[src/rtl/occ_regs.svh]
/*
 * offsets, field positions, reset values and timing counts of the
 * oscillator and clock control block.
 * assumes: included by bare name; no process or assignment here.
 */
`ifndef OCC_REGS_SVH
`define OCC_REGS_SVH

// ----------------------------------------------------------------
// register address
// ----------------------------------------------------------------
`define OCC_OSC_ADDR 12'h000

// ----------------------------------------------------------------
// field positions of the oscillator control register
// ----------------------------------------------------------------
`define OCC_PLL_SEL_BIT 0
`define OCC_OSC_DIS_BIT 2
`define OCC_DEEP_SEL_BIT 3
`define OCC_HALVE_BIT 4
`define OCC_CLOCK_OUT_PIN_LSB 5
`define OCC_CLOCK_OUT_PIN_MSB 6
`define OCC_PLL_RDY_BIT 8
`define OCC_OSC_RDY_BIT 10
`define OCC_DIV_SYNC_BIT 12

// ----------------------------------------------------------------
// reset values
// ----------------------------------------------------------------
`define OCC_CLOCK_OUT_PIN_RST 2'h3
`define OCC_PIN_IDLE 4'h3

// ----------------------------------------------------------------
// clock output divisors
// ----------------------------------------------------------------
`define OCC_DIV_BY10 4'ha
`define OCC_DIV_BY4 4'h4
`define OCC_DIV_BY2 4'h2
`define OCC_DIV_BY1 4'h1

// ----------------------------------------------------------------
// mode request and timing
// ----------------------------------------------------------------
`define OCC_REQ_SLEEP 3'h1
`define OCC_CORE_CLK_MHZ 40
`define OCC_SWITCH_NS 1000
`define OCC_SWITCH_CYC ((`OCC_SWITCH_NS * `OCC_CORE_CLK_MHZ + 999) / 1000)

`endif

[src/rtl/occ_pkg.sv]
/*
 * types of the oscillator and clock control block.
 * assumes: compiled before every module of the block.
 */
package occ_pkg;

	// ----------------------------------------------------------------
	// writable control fields
	// ----------------------------------------------------------------
	typedef struct packed {
		logic [1:0] clkout_divisor;
		logic sysclk_halve;
		logic deep_sleep_select;
		logic osc_disable;
		logic pll_source_select;
	} occ_ctrl_t;

	// ----------------------------------------------------------------
	// status flags
	// ----------------------------------------------------------------
	typedef struct packed {
		logic sysclk_div_synced;
		logic osc_stable_flag;
		logic pll_lock_flag;
	} occ_stat_t;

	// ----------------------------------------------------------------
	// register access from the serial engine
	// ----------------------------------------------------------------
	typedef struct packed {
		logic [11:0] addr;
		logic [3:0] be;
		logic wr;
		logic rd;
		logic [31:0] wdata;
	} occ_acc_t;

	// ----------------------------------------------------------------
	// asynchronous pins
	// ----------------------------------------------------------------
	typedef struct packed {
		logic osc_running;
		logic pll_locked;
		logic can_receive_pin;
		logic host_select_n;
	} occ_pins_t;

	typedef enum logic [1:0] {st_run, st_sleep, st_deep} occ_state_t;

endpackage : occ_pkg

[src/rtl/occ_clkout_div.sv]
/*
 * clock output divider: square wave at source rate over 2, 4 or 10; divisor 1 holds the output high.
 * assumes: core_clk stands for the source clock; run low stops output.
 */
`timescale 1ns/1ps
`include "occ_regs.svh"

module occ_clkout_div (
	input wire logic core_clk,
	input wire logic arst_n,
	input wire logic run,
	input wire logic [1:0] clkout_divisor,
	output logic clock_out_pin
);
	import occ_pkg::*;

	logic [3:0] cnt_reg;
	logic [3:0] div_reg;
	logic [3:0] div_sel;
	logic period_end;

	// ----------------------------------------------------------------
	// divisor decode
	// ----------------------------------------------------------------
	assign div_sel = (clkout_divisor == 2'h3) ? `OCC_DIV_BY10 :
		(clkout_divisor == 2'h2) ? `OCC_DIV_BY4 :
		(clkout_divisor == 2'h1) ? `OCC_DIV_BY2 : `OCC_DIV_BY1;
	assign period_end = (cnt_reg == div_reg - 4'h1);

	// ----------------------------------------------------------------
	// counter; new divisor taken at a period end or while run is low
	// ----------------------------------------------------------------
	always_ff @(posedge core_clk or negedge arst_n) begin
		if (!arst_n) begin
			cnt_reg <= 4'h0;
			div_reg <= `OCC_DIV_BY10;
			clock_out_pin <= 1'b0;
		end else if (!run) begin
			cnt_reg <= 4'h0;
			div_reg <= div_sel;
			clock_out_pin <= 1'b0;
		end else if (period_end) begin
			cnt_reg <= 4'h0;
			div_reg <= div_sel;
			clock_out_pin <= 1'b1;
		end else begin
			cnt_reg <= cnt_reg + 4'h1;
			clock_out_pin <= ((cnt_reg + 4'h1) < ((div_reg + 4'h1) >> 1));
		end
	end

endmodule : occ_clkout_div

[src/rtl/occ_top.sv]
/*
 * oscillator and clock control: control register, source switch,
 * system clock halving, clock output, sleep and deep power-down.
 * assumes: core_clk is the always-on reference; register accesses come
 * from the serial engine on core_clk; pins arrive asynchronously.
 */
`timescale 1ns/1ps
`include "occ_regs.svh"

module occ_top (
	input wire logic core_clk,
	input wire logic arst_n,
	input wire occ_pkg::occ_acc_t acc,
	output logic [31:0] rdata,
	output logic rvalid,
	input wire logic config_mode,
	input wire logic [2:0] opmode_request,
	input wire logic bus_wake_irq_enable,
	input wire occ_pkg::occ_pins_t pins,
	output logic osc_enable,
	output logic pll_enable,
	output logic sysclk_sel_pll,
	output logic sysclk_en,
	output logic clock_out_pin,
	output logic sleep_active,
	output logic deep_power_down,
	output logic wake_to_config
);
	import occ_pkg::*;

	localparam logic [7:0] SWITCH_CYC = 8'(`OCC_SWITCH_CYC);
	localparam logic [3:0] PIN_IDLE = `OCC_PIN_IDLE;

	// ----------------------------------------------------------------
	// pin synchronisers
	// ----------------------------------------------------------------
	logic [3:0] pin_raw;
	logic [3:0] s1_reg;
	logic [3:0] s2_reg;
	logic [3:0] s3_reg;
	logic [3:0] flt_reg;
	occ_pins_t pin_f;

	assign pin_raw = pins;
	assign pin_f = flt_reg;

	genvar gi;
	generate
		for (gi = 0; gi < 4; gi++) begin : g_sync
			always_ff @(posedge core_clk or negedge arst_n) begin
				if (!arst_n) begin
					s1_reg[gi] <= PIN_IDLE[gi];
					s2_reg[gi] <= PIN_IDLE[gi];
					s3_reg[gi] <= PIN_IDLE[gi];
					flt_reg[gi] <= PIN_IDLE[gi];
				end else begin
					s1_reg[gi] <= pin_raw[gi];
					s2_reg[gi] <= s1_reg[gi];
					s3_reg[gi] <= s2_reg[gi];
					if (s2_reg[gi] == s3_reg[gi]) begin
						flt_reg[gi] <= s3_reg[gi];
					end
				end
			end
		end
	endgenerate

	// ----------------------------------------------------------------
	// state
	// ----------------------------------------------------------------
	occ_state_t state_reg;
	occ_state_t state_next;
	occ_ctrl_t ctrl_reg;
	occ_ctrl_t ctrl_next;
	occ_ctrl_t ctrl_rst;
	occ_stat_t stat_reg;
	logic req_d_reg;
	logic rx_d_reg;
	logic cs_d_reg;
	logic [7:0] sw_cnt_reg;
	logic half_reg;
	logic phase_reg;

	// ----------------------------------------------------------------
	// access decode
	// ----------------------------------------------------------------
	logic hit;
	logic wr_lane0;
	logic cfg_wr;
	logic [7:0] wbyte;
	logic [31:0] rd_word;

	assign hit = (acc.addr[11:2] == `OCC_OSC_ADDR >> 2);
	assign wr_lane0 = acc.wr & hit & acc.be[0] & (state_reg != st_deep);
	assign cfg_wr = wr_lane0 & config_mode;
	assign wbyte = acc.wdata[7:0];
	assign ctrl_rst = '{clkout_divisor: `OCC_CLOCK_OUT_PIN_RST, default: 1'b0};

	// ----------------------------------------------------------------
	// sleep request and wake events
	// ----------------------------------------------------------------
	logic req_sleep;
	logic sleep_edge;
	logic rx_fall;
	logic cs_fall;
	logic wake_rx;
	logic clr_wake;
	logic wake_sleep;
	logic wake_deep;

	assign req_sleep = (opmode_request == `OCC_REQ_SLEEP);
	assign sleep_edge = req_sleep & ~req_d_reg & (state_reg == st_run);
	assign rx_fall = rx_d_reg & ~pin_f.can_receive_pin;
	assign cs_fall = cs_d_reg & ~pin_f.host_select_n;
	assign wake_rx = rx_fall & bus_wake_irq_enable;
	assign clr_wake = wr_lane0 & ~wbyte[`OCC_OSC_DIS_BIT];
	assign wake_sleep = (state_reg == st_sleep) & (clr_wake | wake_rx);
	assign wake_deep = (state_reg == st_deep) & (cs_fall | wake_rx);

	always_comb begin
		state_next = state_reg;
		case (state_reg)
			st_run: begin
				if (sleep_edge) begin
					state_next = ctrl_reg.deep_sleep_select ? st_deep : st_sleep;
				end
			end
			st_sleep: begin
				if (wake_sleep) begin
					state_next = st_run;
				end
			end
			st_deep: begin
				if (wake_deep) begin
					state_next = st_run;
				end
			end
			default: state_next = st_run;
		endcase
	end

	// ----------------------------------------------------------------
	// control fields
	// ----------------------------------------------------------------
	always_comb begin
		ctrl_next = ctrl_reg;
		if (wr_lane0) begin
			ctrl_next.clkout_divisor = wbyte[`OCC_CLOCK_OUT_PIN_MSB:`OCC_CLOCK_OUT_PIN_LSB];
			ctrl_next.deep_sleep_select = wbyte[`OCC_DEEP_SEL_BIT];
			if (!wbyte[`OCC_OSC_DIS_BIT]) begin
				ctrl_next.osc_disable = 1'b0;
			end
		end
		if (cfg_wr) begin
			ctrl_next.sysclk_halve = wbyte[`OCC_HALVE_BIT];
			ctrl_next.pll_source_select = wbyte[`OCC_PLL_SEL_BIT];
		end
		if (wake_sleep) begin
			ctrl_next.osc_disable = 1'b0;
		end
		if (sleep_edge) begin
			ctrl_next.osc_disable = 1'b1;
		end
		if (wake_deep) begin
			ctrl_next = ctrl_rst;
		end
	end

	// ----------------------------------------------------------------
	// source switch
	// ----------------------------------------------------------------
	logic want_pll;
	logic mismatch;
	logic busy;
	logic osc_ok;
	logic pll_ok;
	logic src_ok;
	logic run_clk;
	logic half_apply;

	assign want_pll = ctrl_reg.pll_source_select;
	assign mismatch = (sysclk_sel_pll != want_pll);
	assign busy = mismatch | (sw_cnt_reg != 8'h0);
	assign osc_ok = pin_f.osc_running & osc_enable;
	assign pll_ok = pin_f.pll_locked & pll_enable;
	assign src_ok = osc_ok & (~sysclk_sel_pll | pll_ok);
	assign run_clk = src_ok & ~busy;
	assign half_apply = ~half_reg | phase_reg | ~run_clk;

	always_ff @(posedge core_clk or negedge arst_n) begin
		if (!arst_n) begin
			sw_cnt_reg <= 8'h0;
			sysclk_sel_pll <= 1'b0;
		end else if (sw_cnt_reg != 8'h0) begin
			sw_cnt_reg <= sw_cnt_reg - 8'h1;
			if (sw_cnt_reg == 8'h1) begin
				sysclk_sel_pll <= want_pll;
			end
		end else if (mismatch & (~want_pll | pll_ok)) begin
			sw_cnt_reg <= SWITCH_CYC;
		end
	end

	// ----------------------------------------------------------------
	// system clock halving
	// ----------------------------------------------------------------
	always_ff @(posedge core_clk or negedge arst_n) begin
		if (!arst_n) begin
			half_reg <= 1'b0;
			phase_reg <= 1'b0;
			sysclk_en <= 1'b0;
		end else begin
			if (half_apply) begin
				half_reg <= ctrl_reg.sysclk_halve;
			end
			phase_reg <= (half_apply | ~run_clk) ? 1'b0 : ~phase_reg;
			sysclk_en <= run_clk & (~half_reg | phase_reg);
		end
	end

	// ----------------------------------------------------------------
	// main registers
	// ----------------------------------------------------------------
	always_ff @(posedge core_clk or negedge arst_n) begin
		if (!arst_n) begin
			state_reg <= st_run;
			ctrl_reg <= '{clkout_divisor: `OCC_CLOCK_OUT_PIN_RST, default: 1'b0};
			stat_reg <= '0;
			req_d_reg <= 1'b0;
			rx_d_reg <= 1'b1;
			cs_d_reg <= 1'b1;
			osc_enable <= 1'b0;
			pll_enable <= 1'b0;
			sleep_active <= 1'b0;
			deep_power_down <= 1'b0;
			wake_to_config <= 1'b0;
		end else begin
			state_reg <= state_next;
			ctrl_reg <= ctrl_next;
			req_d_reg <= req_sleep;
			rx_d_reg <= pin_f.can_receive_pin;
			cs_d_reg <= pin_f.host_select_n;
			osc_enable <= (state_next == st_run) & ~ctrl_next.osc_disable;
			pll_enable <= (state_next == st_run) &
				(ctrl_next.pll_source_select | sysclk_sel_pll);
			sleep_active <= (state_next != st_run);
			deep_power_down <= (state_next == st_deep);
			wake_to_config <= wake_sleep | wake_deep;
			stat_reg.sysclk_div_synced <= half_reg;
			stat_reg.osc_stable_flag <= run_clk;
			stat_reg.pll_lock_flag <= pll_ok;
		end
	end

	// ----------------------------------------------------------------
	// clock output
	// ----------------------------------------------------------------
	occ_clkout_div u_clkout (
		.core_clk(core_clk),
		.arst_n(arst_n),
		.run(run_clk),
		.clkout_divisor(ctrl_reg.clkout_divisor),
		.clock_out_pin(clock_out_pin)
	);

	// ----------------------------------------------------------------
	// read back
	// ----------------------------------------------------------------
	always_comb begin
		rd_word = 32'h0;
		rd_word[`OCC_PLL_SEL_BIT] = ctrl_reg.pll_source_select;
		rd_word[`OCC_OSC_DIS_BIT] = ctrl_reg.osc_disable;
		rd_word[`OCC_DEEP_SEL_BIT] = ctrl_reg.deep_sleep_select;
		rd_word[`OCC_HALVE_BIT] = ctrl_reg.sysclk_halve;
		rd_word[`OCC_CLOCK_OUT_PIN_MSB:`OCC_CLOCK_OUT_PIN_LSB] = ctrl_reg.clkout_divisor;
		rd_word[`OCC_PLL_RDY_BIT] = stat_reg.pll_lock_flag;
		rd_word[`OCC_OSC_RDY_BIT] = stat_reg.osc_stable_flag;
		rd_word[`OCC_DIV_SYNC_BIT] = stat_reg.sysclk_div_synced;
	end

	always_ff @(posedge core_clk or negedge arst_n) begin
		if (!arst_n) begin
			rdata <= 32'h0;
			rvalid <= 1'b0;
		end else begin
			rdata <= (acc.rd & hit) ? rd_word : 32'h0;
			rvalid <= acc.rd;
		end
	end

endmodule : occ_top

[config.mk]
export PLATFORM = sky130hd
export DESIGN_NAME = occ_top
export DESIGN_NICKNAME = d
export VERILOG_FILES = /design/src/rtl/occ_pkg.sv /design/src/rtl/occ_clkout_div.sv /design/src/rtl/occ_top.sv
export VERILOG_INCLUDE_DIRS = /design/src /design/src/rtl
export SDC_FILE = /design/constraint.sdc
export NUM_CORES = 1
export LEC_CHECK = 0
export BUFFER_PORTS_ARGS = -buffer_cell sky130_fd_sc_hd__buf_2
export CORE_UTILIZATION = 49
export DETAILED_ROUTE_END_ITERATION = 6
export PLACE_DENSITY = 0.79
export REMOVE_ABC_BUFFERS = 1
export SKIP_CTS_REPAIR_TIMING = 1
export SLEW_MARGIN = 40
export SYNTH_ARGS = -nofsm -noshare
export SYNTH_HDL_FRONTEND = slang
export SYNTH_SLANG_ARGS = --single-unit
[constraint.sdc]
create_clock -name core_clk -period 2.4 [get_ports core_clk]
set_clock_uncertainty 0.1 [all_clocks]
set_input_delay 0.12 -clock core_clk [delete_from_list [all_inputs] [get_ports core_clk]]
set_output_delay 0.12 -clock core_clk [all_outputs]
set_load 0.005 [all_outputs]
# [Yosys cells after proc, flatten, opt, wreduce, memory -nomap -nowiden]
# Index checks and enable logic that the tools add are counted.
# W data, S select, Z words.
[totals] ff_bits=70 latchBits=0 ramBits=0 rom_bits=0 in_bits=61 elab_cells=141 memories=0
[op_classes] n_addsub=4 multipliers=0 div=0 n_lt_le_gt_ge=1 n_eq_ne=16 n_shift=0 muxes=26 n_bitwise=42 n_reduce_logical=9
[ops] op="$mux W4" n=6
[ops] op="$and A1 B1 Y1" n=21
[ops] op="$mux W8" n=2
[ops] op="$mux W2" n=7
[ops] op="$mux W13" n=1
[ops] op="$not A1 Y1" n=11
[ops] op="$logic_not A10 Y1" n=1
[ops] op="$or A1 B1 Y1" n=10
[ops] op="$add A4 B1 Y4 const B" n=2
[ops] op="$eq A2 B2 Y1 const B" n=4
[ops] op="$eq A8 B1 Y1 const B" n=1
[ops] op="$mux W1" n=8
[ops] op="$reduce_bool A2 Y1" n=4
[ops] op="$reduce_bool A8 Y1" n=1
[ops] op="$sub A8 B1 Y8 const B" n=1
[ops] op="$mux W6" n=1
[ops] op="$pmux W2 S3" n=1
[ops] op="$eq A1 B1 Y1" n=4
[ops] op="$eq A2 B1 Y1 const B" n=2
[ops] op="$eq A4 B4 Y1" n=1
[ops] op="$logic_not A2 Y1" n=2
[ops] op="$lt A4 B3 Y1" n=1
[ops] op="$sub A4 B1 Y4 const B" n=1
[ops] op="$eq A3 B1 Y1 const B" n=1
[ops] op="4 further kinds" n=4

# [Longest topological paths before layout]
# Gate-level depths: netlist of run 1.
[depth] ltp_word=12 ltp_mapped=7

# [Modules after synthesis]
# A second synthesis of run 1 with hierarchy kept.
[hier_totals] hier_cells=250 hier_area_um2=2970.3
[by_module_without_submodules] mod="occ_top" n_inst=1 cells_per_inst=197 area_per_inst_um2=2399.8
[by_module_without_submodules] mod="occ_clkout_div" n_inst=1 cells_per_inst=53 area_per_inst_um2=570.5

# [Worst setup path after synthesis of run 1]
# Ideal clock, no wire load.
[synth_path] path_type="reg-to-reg" start="reg u_clkout.div_reg[1]" end="reg u_clkout.div_reg[1]" setup_ps=82 arrival_ps=1671 required_ps=2218 setup_slack_ps=547 stages_incl_launch_ff=7 n_path_buf=0 period_less_slack_ps=1853 path_cell_list="dfstp_2 inv_1 ha_1 xnor2_1 nor3_2 a21oi_4 mux2_4"
[synth_via] elab_chain_len=3
[synth_rtl] item="from (decl)" line_no="occ_clkout_div.sv:18" source="logic [3:0] div_reg;"
[synth_rtl] item="from (signal assigned)" line_no="occ_clkout_div.sv:36" source="div_reg <= `OCC_DIV_BY10;"
[synth_rtl] item="from (signal assigned)" line_no="occ_clkout_div.sv:40" source="div_reg <= div_sel;"
[synth_rtl] item="from (signal assigned)" line_no="occ_clkout_div.sv:44" source="div_reg <= div_sel;"
[synth_rtl] item="$sub A4 B1 Y4" line_no="occ_clkout_div.sv:28" source="assign period_end = (cnt_reg == div_reg - 4'h1);"
[synth_rtl] item="$eq A4 B4 Y1" line_no="occ_clkout_div.sv:28"
[synth_rtl] item="$ne A2 B1 Y1 (no source line)"
# No other way between the ends.
# A chain may end at the register's enable or synchronous reset.

# [Final worst setup path of run 1]
[layout_path] start="reg u_clkout.div_reg[1]" end="reg u_clkout.cnt_reg[1]"
[layout_via] elab_chain_len=4
[layout_rtl] item="$sub A4 B1 Y4" line_no="occ_clkout_div.sv:28"
[layout_rtl] item="$eq A4 B4 Y1" line_no="occ_clkout_div.sv:28"
[layout_rtl] item="$mux W4" line_no="occ_clkout_div.sv:42" source="end else if (period_end) begin"
[layout_rtl] item="$mux W4" line_no="occ_clkout_div.sv:38" source="end else if (!run) begin"
[layout_rtl] item="to (signal assigned)" line_no="occ_clkout_div.sv:47" source="cnt_reg <= cnt_reg + 4'h1;"
[layout_rtl] item="to (decl)" line_no="occ_clkout_div.sv:17" source="logic [3:0] cnt_reg;"
# No other way between the ends.

==> results of run 1 <==
logic make-up after synthesis:
logic type      after synthesis  synth area share [%]
xor+xnor                     10                  3.54
compound gates               35                  7.90
simple gates                 85                  17.1
fa+ha+maj                    11                  4.40
other cells                   1                 0.129
mux                           5                  1.99
flops                        66                  57.6
buf+inv                      33                  7.34
per-stage QoR:
step	hold WS, ps	setup slack, ps	utilization (%)
2_1_floorplan	-276	547	-
4_1_cts	-247	369	59.7
3_3_place_gp	124	440	56.0
6_report	-3.94	379	61.9
3_5_place_dp	127	385	56.0
5_1_grt	21.7	196	61.9
critical path, delay by kind of cell, from the launching register on:
kind	cells	cell delay [ps]
flip-flops	1	570
buffers and inverters	1	50
XOR/XNOR	1	150
AND/OR/NAND/NOR	3	730
adder cells (fa/ha/maj)	1	310
cells in the mapped netlist (2+ instances only):
cell type	count	area [um2]
o31ai_1	2	15.0
a21o_1	3	22.5
nand4_1	2	12.5
ha_1	7	87.6
nor3_1	12	60.1
dfstp_2	14	368
nand2b_1	2	12.5
buf_4	23	173
o21ai_0	10	50.1
and2_1	2	12.5
dfrtp_1	52	1300
and3_4	2	22.5
maj3_1	4	40.0
nor3b_1	2	15.0
nand3_1	10	50.1
o21a_1	2	15.0
xnor2_1	5	43.8
inv_1	7	26.3
nand2_1	14	52.6
a21oi_1	9	45.0
nor2_1	11	41.3
o21bai_1	2	15.0
nor4_1	2	12.5
and3b_1	2	17.5
mux2i_1	2	20.0
and3_1	15	93.8
buf_2	2	10.0
mux2_2	2	22.5
nor2b_1	4	25.0
xor2_1	4	35.0
layout make-up:
cell class,instances,area [um2],area share [%]
clock buffer,12,155,4.47
clock inverter,4,50.0,1.44
inverter,8,30.0,0.865
multi-input combinational,169,1100,31.7
sequential,66,1670,48.1
tap,72,90.1,2.60
timing repair buffer,60,378,10.9
cell usage in the layout, fill, tap and decap left out, types with 2 or more instances in the layout:
cell type	instances
dfrtp_1	52
buf_2	46
conb_1	23
and3_1	15
nand2_1	14
dfstp_2	14
nor3_1	12
dlygate4sd3_1	12
nor2_1	11
clkbuf_8	11
nand3_1	10
o21ai_0	10
a21oi_1	9
inv_1	7
ha_1	7
xnor2_1	5
xor2_1	4
nor2b_1	4
maj3_1	4
a21o_1	3
and2_1	2
and3_4	2
nor3b_1	2
and3b_1	2
nand2b_1	2
o21bai_1	2
nor4_1	2
o31ai_1	2
nand4_1	2
o21a_1	2
mux2i_1	2
mux2_2	2
clkinvlp_4	2
worst paths after layout:
kind / slack, ps / end / from / cells after the start
worst max-delay path: 380 / u_clkout.cnt_reg[1] / u_clkout.div_reg[1] / 6
worst min-delay path: -4 / ctrl_reg[5] / acc[6] / 3
worst max register to register: 380 / u_clkout.cnt_reg[1] / u_clkout.div_reg[1] / 6
worst min register to register: 250 / s2_reg[3] / s1_reg[3] / 0
max in group asynchronous: 1400 / u_clkout.div_reg[1] / arst_n / 3
min in group asynchronous: 210 / pll_enable / arst_n / 2
power by group through the flow:
| stage | clock, mW | combinational (mW) | sequential (mW) |
|---|---|---|---|
| detailed placement | 0 | 0.400 | 1.40 |
| finish | 0.937 | 0.413 | 1.38 |
| global placement | 0 | 0.383 | 1.39 |
| global route | 1.01 | 0.472 | 1.40 |
| CTS | 0.960 | 0.402 | 1.38 |
| floorplan | 0 | 0.282 | 1.37 |
routing by layer:
layer  up-vias  track usage [%]
met3         7             7.24
met2        61             29.0
met1       922             21.9
met4         0             6.73
li1        945                -
met5         -                0
==> results.py, run 1 <==
metrics = {
    "outcome": {
        "status": "complete, but fails checks",
        "violations": "negative hold slack",
    },
    "cells_and_area": {
        "n_fill_cell": 463,
        "fin_area_mm2": 0.00347,
        "largest_register_ffs": 9,
        "area_delta_synth_final_pct": 19.8,
        "num_antenna_cells": 0,
        "drive_gt1_share_pct": 27.9,
        "instances_no_fill": 391,
        "nNetsFinal": 382,
    },
    "place": {
        "place_hpwl_um": 3630,
        "portBuffers": 47,
        "dp.cells": 363,
        "routabilityCongestion": 0.825,
        "dpl-instance-area_mm2": 0.00314,
    },
    "synth": {
        "synth_area_mm2": 0.00290,
        "avgSynthCellArea_um2": 11.8,
        "synthCells": 246,
        "synth_edf_count": 0,
        "yosysSeqAreaShare_pct": 57.6,
        "synth_cell_types": 46,
        "ys.flop_type": "dfrtp_1",
        "synth-seq-cells": 66,
        "async_flop_share_pct": 100,
        "yosysWarnings": 0,
    },
    "power": {
        "p_int_mw": 1.98,
        "totalPowerFinal_mw": 2.73,
        "pwr-share-clk_pct": 34.3,
        "p_leak_nw": 1.72,
        "cellPowerDensity_mw_per_mm2": 786,
        "p_seq_share_pct": 50.5,
        "swShare_pct": 27.3,
        "p_comb_share_pct": 15.1,
        "ir_drop_mv": 0.589,
        "switching_power_uw": 746,
    },
    "timing": {
        "rsz0062_at_grt": "no",
        "hold_slack_ps": -3.94,
        "timing.final.crit_share_pct": 84.2,
        "hold_viol_final": 1,
        "fmax_mhz": 495,
        "slew_viol_final": 0,
        "finalSetupViolations": 0,
        "post-route-min-period_ps": 2020,
        "totalNegativeSetupSlack_ps": 0,
    },
    "global_routing": {
        "grt.overflow.total": 0,
        "grt_pass1_wl_um": 8340,
        "grt_max_degree": 36,
        "antenna_found_initial": 0,
        "grt_pass1_vias": 1811,
        "track_usage_pct": 18.1,
    },
    "critical_path": {
        "cp_max_fo": 6,
        "critPathSlowestCell": "dfstp_2",
        "critical_path.cell_chain": "inv_1 -> ha_1 -> xnor2_1 -> nor3_2 -> nand2_1 -> and3_1",
        "worst_path_largest_cell_delay_ps": 570,
        "critical_path_class": "register to register",
        "critPathRequiredTime_ps": 2530,
        "setup.worst_path.end_class": "register",
        "arrival_ps": 2150,
        "crit_path_start_kind": "register",
    },
    "hold_path": {
        "hold_path.class": "primary input to register",
    },
    "route": {
        "dr.pass1.iters": 4,
        "vias": 1935,
        "dr_wl_met3_um": 278,
        "m1WireLength_um": 2240,
        "wl_um": 5110,
        "top_layer_used": "met4",
        "vias_per_cell": 4.95,
        "ant_nets": 0,
        "wl_met2_um": 2530,
        "wl_per_cell_um": 13.1,
        "drtIter0Drc": 86,
        "drc": 0,
    },
    "run": {
        "maxCapViolCount": 0,
    },
    "clocking": {
        "clkLatencyLatePin_ps": 340,
        "tritoncts": "built",
        "cts_made_buffers": 9,
        "ctsHtreeMaxLevel": 3,
        "cts_root_buf": "clkbuf_8",
        "path_clk_slew_ps": 60,
        "numClockSinks": 66,
        "clock_path_buffers": 2,
    },
    "floorplanning": {
        "pin_count": 102,
        "dieArea_mm2": 0.00623,
        "coreArea_mm2": 0.00561,
        "start_util_pct": 51.7,
        "num_rows": 27,
        "die_h_um": 78.9,
        "fp.dieW_um": 78.9,
    },
}
Note: power is estimated with default switching activity, not from simulation.
==> inputs of run 2 (changes only) <==
--- a/config.mk
+++ b/config.mk
@@ -6,10 +6,11 @@
 export SDC_FILE = /design/constraint.sdc
 export NUM_CORES = 1
 export LEC_CHECK = 0
+export ABC_AREA = 1
 export BUFFER_PORTS_ARGS = -buffer_cell sky130_fd_sc_hd__buf_2
-export CORE_UTILIZATION = 49
+export CORE_UTILIZATION = 45
 export DETAILED_ROUTE_END_ITERATION = 6
-export PLACE_DENSITY = 0.79
+export PLACE_DENSITY = 0.76
 export REMOVE_ABC_BUFFERS = 1
 export SKIP_CTS_REPAIR_TIMING = 1
 export SLEW_MARGIN = 40
==> constraint.sdc (replaced) <==
create_clock -name core_clk -period 1.7 [get_ports core_clk]
set_clock_uncertainty 0.1 [all_clocks]
set_input_delay 0.085 -clock core_clk [delete_from_list [all_inputs] [get_ports core_clk]]
set_output_delay 0.085 -clock core_clk [all_outputs]
set_load 0.005 [all_outputs]
==> run 2 against run 1 <==
  * Largest power group unchanged
  * The run ends with negative hold slack, negative setup slack left
  * Largest cell class unchanged
  * Sequential share of layout area fell by 2.2 points
  * Critical path depth rose by 2
  * Cell area rose by 4.7%
==> results.py, run 2 <==
metrics = {
    "outcome": {
        "status": "complete, but fails checks",
        "violations": "negative hold slack, negative setup slack",
    },
    "floorplanning": {
        "start_util_pct": 46.7,
        "dieArea_mm2": 0.00695,
        "pin_count": 102,
        "fp.dieW_um": 83.4,
        "num_rows": 29,
        "coreArea_mm2": 0.00639,
        "die_h_um": 83.4,
    },
    "cells_and_area": {
        "drive_gt1_share_pct": 31.2,
        "num_antenna_cells": 0,
        "largest_register_ffs": 9,
        "final_common_cell": "dfrtp_1",
        "nNetsFinal": 441,
        "layout_common_cells": "dfrtp_1 (52), buf_2 (47), inv_1 (40)",
        "area_delta_synth_final_pct": 22.0,
        "multiInputGateArea_mm2": 0.00107,
        "regArea_mm2": 0.00167,
        "n_fill_cell": 549,
    },
    "place": {
        "place_hpwl_um": 3530,
        "preCtsSetupSlack_ps": -51.8,
        "routabilityCongestion": 0.854,
        "portBuffers": 47,
    },
    "synth": {
        "yosysMostFrequentCell": "dfrtp_1",
        "synth_cell_types": 36,
        "async_flop_share_pct": 100,
        "synthMuxAreaShare_pct": 0,
        "synth-compound-area-share_pct": 5.21,
        "synth_xor_area_share_pct": 3.53,
        "synthAdderAreaFrac_pct": 4.28,
        "netlist.area_leader.share_pct": 43.7,
        "yosysWarnings": 0,
        "synth_top_cells_by_count": "dfrtp_1 (52), inv_1 (42), nand2_1 (37), nor2_1 (31), buf_4 (23)",
        "synth-simple-area-share_pct": 19.0,
        "synthCells": 298,
        "synth-seq-cells": 66,
        "synth_top_cell_by_area": "dfrtp_1",
        "synth_edf_count": 0,
        "synth_area_leaders": "dfrtp_1 (44%), dfstp_2 (12%), buf_4 (5.8%)",
        "yosysSeqAreaShare_pct": 56.0,
        "ys.flop_type": "dfrtp_1",
        "avgSynthCellArea_um2": 10.0,
        "synth_top_family_by_area": "simple AND/OR/NAND/NOR gates",
        "synth_area_mm2": 0.00298,
    },
    "timing": {
        "rsz0062_at_grt": "yes",
        "hold_slack_ps": -43.1,
        "post-route-min-period_ps": 1730,
        "hold_viol_final": 1,
        "slew_viol_final": 0,
        "finalSetupViolations": 5,
        "timing.final.crit_share_pct": 102,
        "fmax_mhz": 577,
        "fin_ws_ps": -32.8,
    },
    "global_routing": {
        "grt.overflow.total": 0,
        "grt_max_degree": 67,
        "grt_pass1_wl_um": 8280,
        "antenna_found_initial": 0,
        "grt_pass1_vias": 1949,
        "track_usage_pct": 15.4,
    },
    "clocking": {
        "ctsHtreeMaxLevel": 3,
        "numClockSinks": 66,
        "cts_made_buffers": 9,
        "tritoncts": "built",
        "path_clk_slew_ps": 70,
        "clock_path_buffers": 2,
        "clkLatencyLatePin_ps": 350,
        "cts_root_buf": "clkbuf_8",
    },
    "critical_path": {
        "critical_path.cell_chain": "inv_2 -> ha_4 -> xnor2_2 -> xor2_1 -> nand3_2 -> nand2_4 -> nand2_2 -> o21ai_2",
        "critPathRequiredTime_ps": 1890,
        "worst-path-buf-inv": 1,
        "critPathSlowestCell": "dfstp_2",
        "crit_path_start_kind": "register",
        "arrival_ps": 1920,
        "critical_path_class": "register to register",
        "worst_path_largest_cell_delay_ps": 550,
        "setup.worst_path.end_class": "register",
        "cp_max_fo": 6,
        "cp_top_family": "flip-flops",
    },
    "route": {
        "vias": 2061,
        "drtIter0Drc": 86,
        "dr.pass1.iters": 4,
        "wl_per_cell_um": 11.1,
        "ant_nets": 0,
        "vias_per_cell": 4.53,
        "drc": 0,
        "wl_um": 5050,
    },
    "power": {
        "totalPowerFinal_mw": 4.35,
        "p_leak_nw": 1.91,
        "ir_drop_mv": 0.853,
        "cellPowerDensity_mw_per_mm2": 1200,
    },
    "hold_path": {
        "hold_path.class": "primary input to register",
    },
    "run": {
        "maxCapViolCount": 0,
    },
}
run 2: cell types whose count changed after synthesis, moves of 4 or more:
cell and change:
nor3_1 -12, o21ai_1 +4, nor2b_1 -4, nand2_2 +4
nor2_1 +20, nand2_1 +23, nor2_2 +6, and3_1 -15
inv_1 +35
run 2: layout make-up:
type,count,share of cell area [%]
clock buffers,9,3.41
clock inverters,7,2.17
inverters,48,4.99
multi-input cells,183,29.5
flip-flops and latches,66,45.9
well taps,77,2.65
repair buffers,65,11.4
run 2: cells by family after synthesis:
family | Yosys count
xor gates and xnor gates | 12
DFF | 66
adders and majority gates | 11
AOI/OAI and AO/OA | 28
buffers and inverters | 71
and+or+nand+nor | 109
other | 1
run 2: metrics by stage:
step	std cells	setup TNS [ps]	instance area [um2]	util [%]
after global routing	455	-798	3630	56.9
after floorplan	297	0	2890	-
final	455	-79.7	3630	56.9
after global placement	426	-36.2	3270	51.2
after CTS	442	-301	3470	54.4
after detailed placement	426	-130	3270	51.2
run 2: path summary, 6_finish.rpt:
| kind | startpoint | endpoint | slack, ps | depth (start not counted) |
|---|---|---|---|---|
| max reg2reg | u_clkout.div_reg[1] | u_clkout.div_reg[1] | -30 | 8 |
| min reg2reg | s1_reg[2] | s2_reg[2] | 250 | 0 |
| min | acc[4] | ctrl_reg[3] | -40 | 3 |
| min in group asynchronous | arst_n | sw_cnt_reg[2] | 180 | 3 |
| max in group asynchronous | arst_n | flt_reg[1] | 1010 | 3 |
| max | u_clkout.div_reg[1] | u_clkout.div_reg[1] | -30 | 8 |
run 2: power by group:
group	total, mW	leakage, nW	internal (mW)	switching [mW]
Sequential	2.09	0.818	1.89	0.199
Combinational	0.944	0.984	0.375	0.569
Clock	1.32	0.104	0.688	0.632
run 2: worst min-delay path, stage by stage:
cell and delay, ps:
buf_2 90, o21ai_0 80, a21oi_1 110
run 2: layer usage:
metal,vias up,GRT usage (%),routed length (um)
met5,-,0,0
met4,0,7.37,90
met3,12,5.77,271
met2,64,24.9,2450
met1,952,18.1,2240
li1,1033,-,-
==> inputs of run 3 (changes only) <==
--- a/config.mk
+++ b/config.mk
@@ -12,8 +12,10 @@
 export DETAILED_ROUTE_END_ITERATION = 6
 export PLACE_DENSITY = 0.76
 export REMOVE_ABC_BUFFERS = 1
+export SETUP_SLACK_MARGIN = 0.5
 export SKIP_CTS_REPAIR_TIMING = 1
 export SLEW_MARGIN = 40
 export SYNTH_ARGS = -nofsm -noshare
 export SYNTH_HDL_FRONTEND = slang
+export SYNTH_HIERARCHICAL = 1
 export SYNTH_SLANG_ARGS = --single-unit
==> run 3 against run 2 <==
  * Critical path depth is 1 lower
  * Routed wire length is 33% higher
  * Critical endpoint is now u_clkout/clock_out_pin
  * First-iteration DRC count is 24% higher
  * Synthesized cell count is 2.3% higher
  * Combinational power is 110% higher
  * Largest power group unchanged
  * Worst hold slack better by 8.6 ps
  * Cell area is 13% higher
  * The flow finishes with violations (design-rule violations, negative hold slack, negative setup slack)
  * Synthesized area is 1.1% higher
  * Count of clock-buffer cells in the layout is 2 higher
  * Flip-flop and latch count stayed put
==> results.py, run 3 <==
metrics = {
    "critical_path": {
        "r2r_start": "u_clkout/div_reg[1]",
        "critPathSlowestCell": "dfstp_2",
        "arrival_ps": 1920,
        "worst-path-buf-inv": 1,
        "critical_path.cell_chain": "buf_4 -> ha_1 -> xnor2_1 -> ha_1 -> a21oi_2 -> o211ai_1 -> a21boi_1",
        "critical_path_class": "register to register",
        "cp_max_fo": 3,
        "cp_top_family": "flip-flops",
        "crit_path_start_kind": "register",
        "critPathRequiredTime_ps": 1870,
        "r2r_cells": 7,
        "r2r_slack_ps": -40,
        "crit_top_cell": "ha_1",
        "setup.worst_path.end_class": "register",
        "worst_path_largest_cell_delay_ps": 570,
        "r2r_end": "u_clkout/clock_out_pin",
    },
    "global_routing": {
        "busiest_layer": "met2",
        "grt_max_degree": 41,
        "use_met2_pct": 28.5,
        "antenna_found_initial": 0,
        "track_usage_pct": 17.3,
        "grt_pass1_wl_um": 9200,
        "grt_use_met3_pct": 5.54,
        "groute.layer.met1.usage_pct": 20.3,
        "grt.overflow.total": 0,
        "grt_pass1_vias": 2070,
    },
    "power": {
        "ir_drop_mv": 0.815,
        "p_leak_nw": 2.17,
        "cellPowerDensity_mw_per_mm2": 1380,
        "totalPowerFinal_mw": 5.71,
    },
    "cells_and_area": {
        "num_antenna_cells": 0,
        "n_fill_cell": 489,
        "regArea_mm2": 0.00167,
        "multiInputGateArea_mm2": 0.00136,
        "nNetsFinal": 468,
        "layout_common_cells": "dfrtp_1 (52), buf_2 (47), inv_1 (37)",
        "area_delta_synth_final_pct": 36.8,
        "largest_register_ffs": 9,
        "final_common_cell": "dfrtp_1",
        "fin_area_mm2": 0.00412,
        "drive_gt1_share_pct": 44.3,
    },
    "synth": {
        "synth_edf_count": 0,
        "synth_top_cells_by_count": "dfrtp_1 (52), nand2_1 (44), inv_1 (42), nor2_1 (34), buf_4 (23)",
        "ys.flop_type": "dfrtp_1",
        "yosysMostFrequentCell": "dfrtp_1",
        "synth_cell_types": 37,
        "synthCells": 305,
        "async_flop_share_pct": 100,
        "yosysWarnings": 6,
        "avgSynthCellArea_um2": 9.88,
        "synth_area_mm2": 0.00301,
        "synth-seq-cells": 66,
        "netlist.area_leader.share_pct": 43.2,
        "synth_top_cell_by_area": "dfrtp_1",
        "yosysSeqAreaShare_pct": 55.4,
        "synth_area_leaders": "dfrtp_1 (43%), dfstp_2 (12%), buf_4 (5.7%)",
    },
    "outcome": {
        "status": "complete, but fails checks",
        "violations": "design-rule violations, negative hold slack, negative setup slack",
    },
    "timing": {
        "hold_slack_ps": -34.5,
        "relSlewSlack_pct": 66.6,
        "slew_viol_final": 0,
        "rsz0062_at_grt": "yes",
        "totalNegativeSetupSlack_ps": -294,
        "fmax_mhz": 573,
        "hold_viol_final": 1,
        "tightestPinTransition_ps": 502,
        "finalSetupViolations": 9,
        "post-route-min-period_ps": 1740,
        "fin_ws_ps": -44.9,
        "timing.final.crit_share_pct": 103,
    },
    "hold_path": {
        "min-delay-start": "opmode_request[2]",
        "min_to": "ctrl_reg[1]",
        "holdPathStages": 4,
        "hold_path.class": "primary input to register",
    },
    "run": {
        "maxCapViolCount": 0,
    },
    "route": {
        "drtIter0Drc": 107,
        "dr.pass1.iters": 7,
        "wl_um": 6710,
        "ant_nets": 0,
        "drc": 10,
        "vias_per_cell": 4.75,
        "wl_per_cell_um": 13.9,
        "vias": 2287,
    },
    "floorplanning": {
        "fp.dieW_um": 83.8,
        "pin_count": 102,
        "dieArea_mm2": 0.00703,
        "coreArea_mm2": 0.00642,
        "start_util_pct": 46.9,
        "die_h_um": 83.8,
        "num_rows": 29,
    },
    "clocking": {
        "path_clk_slew_ps": 70,
        "cts_root_buf": "clkbuf_8",
        "numClockSinks": 66,
        "clkLatencyLatePin_ps": 350,
        "cts_made_buffers": 9,
        "clock_path_buffers": 2,
        "ctsHtreeMaxLevel": 3,
        "tritoncts": "built",
    },
    "place": {
        "dpl-instance-area_mm2": 0.00329,
        "place_hpwl_um": 3880,
        "portBuffers": 47,
        "routabilityCongestion": 0.792,
    },
}
## run 3: cell families (layout without fill, tap and decap cells)
kind of cell / count (synthesis) / count (layout) / share of synthesized area (%)
compound gates: 20 / 20 / 3.82
xor+xnor: 11 / 11 / 3.20
fa+ha+maj: 12 / 12 / 4.65
buf+inv: 73 / 150 / 12.0
flops: 66 / 66 / 55.4
other cells: 1 / 23 / 0.124
simple gates: 122 / 122 / 20.9
## run 3: tightest hold or removal path, stage by stage
cell,delay [ps]
buf_2,80
nor3b_2,40
nand3_1,90
nand2_1,70
## run 3: power breakdown
group / switching (mW) / internal (mW) / total, mW / leakage [nW]
Combinational: 1.10 / 0.861 / 1.96 / 1.25
Sequential: 0.331 / 1.95 / 2.29 / 0.817
Clock: 0.604 / 0.861 / 1.47 / 0.109
## run 3: layer usage
metal  wire length (um)  share of wire (%)
met1               2730                 41
met2               3600                 54
met3                211                3.1
met4                162                2.4
met5                  0                  0
## run 3: worst max path at each step
stage                         from                      to  depth (start not counted)
2_1_floorplan  u_clkout/div_reg[1]     u_clkout/cnt_reg[2]                          8
3_3_place_gp   u_clkout/div_reg[1]     u_clkout/div_reg[1]                          9
3_5_place_dp   u_clkout/div_reg[1]     u_clkout/cnt_reg[2]                          8
4_1_cts        u_clkout/div_reg[1]     u_clkout/div_reg[0]                          9
5_1_grt        u_clkout/div_reg[0]     u_clkout/div_reg[3]                          9
6_report       u_clkout/div_reg[1]  u_clkout/clock_out_pin                          7
## run 3: cell type report
cell class | count | share of cell area, %
sequential | 66 | 40.5
clock inverter | 5 | 1.88
clock buffer | 11 | 3.43
timing repair buffer | 84 | 14.0
multi-input combinational | 188 | 33.0
tap | 77 | 2.34
inverter | 50 | 4.86
## run 3: metrics by stage
step	instances	setup WS [ps]	util, %
finish	481	-44.9	64.2
detailed placement	432	-89.5	51.2
floorplan	304	70.6	-
CTS	448	-106	54.6
global placement	432	-45.4	51.2
global route	481	-131	64.2
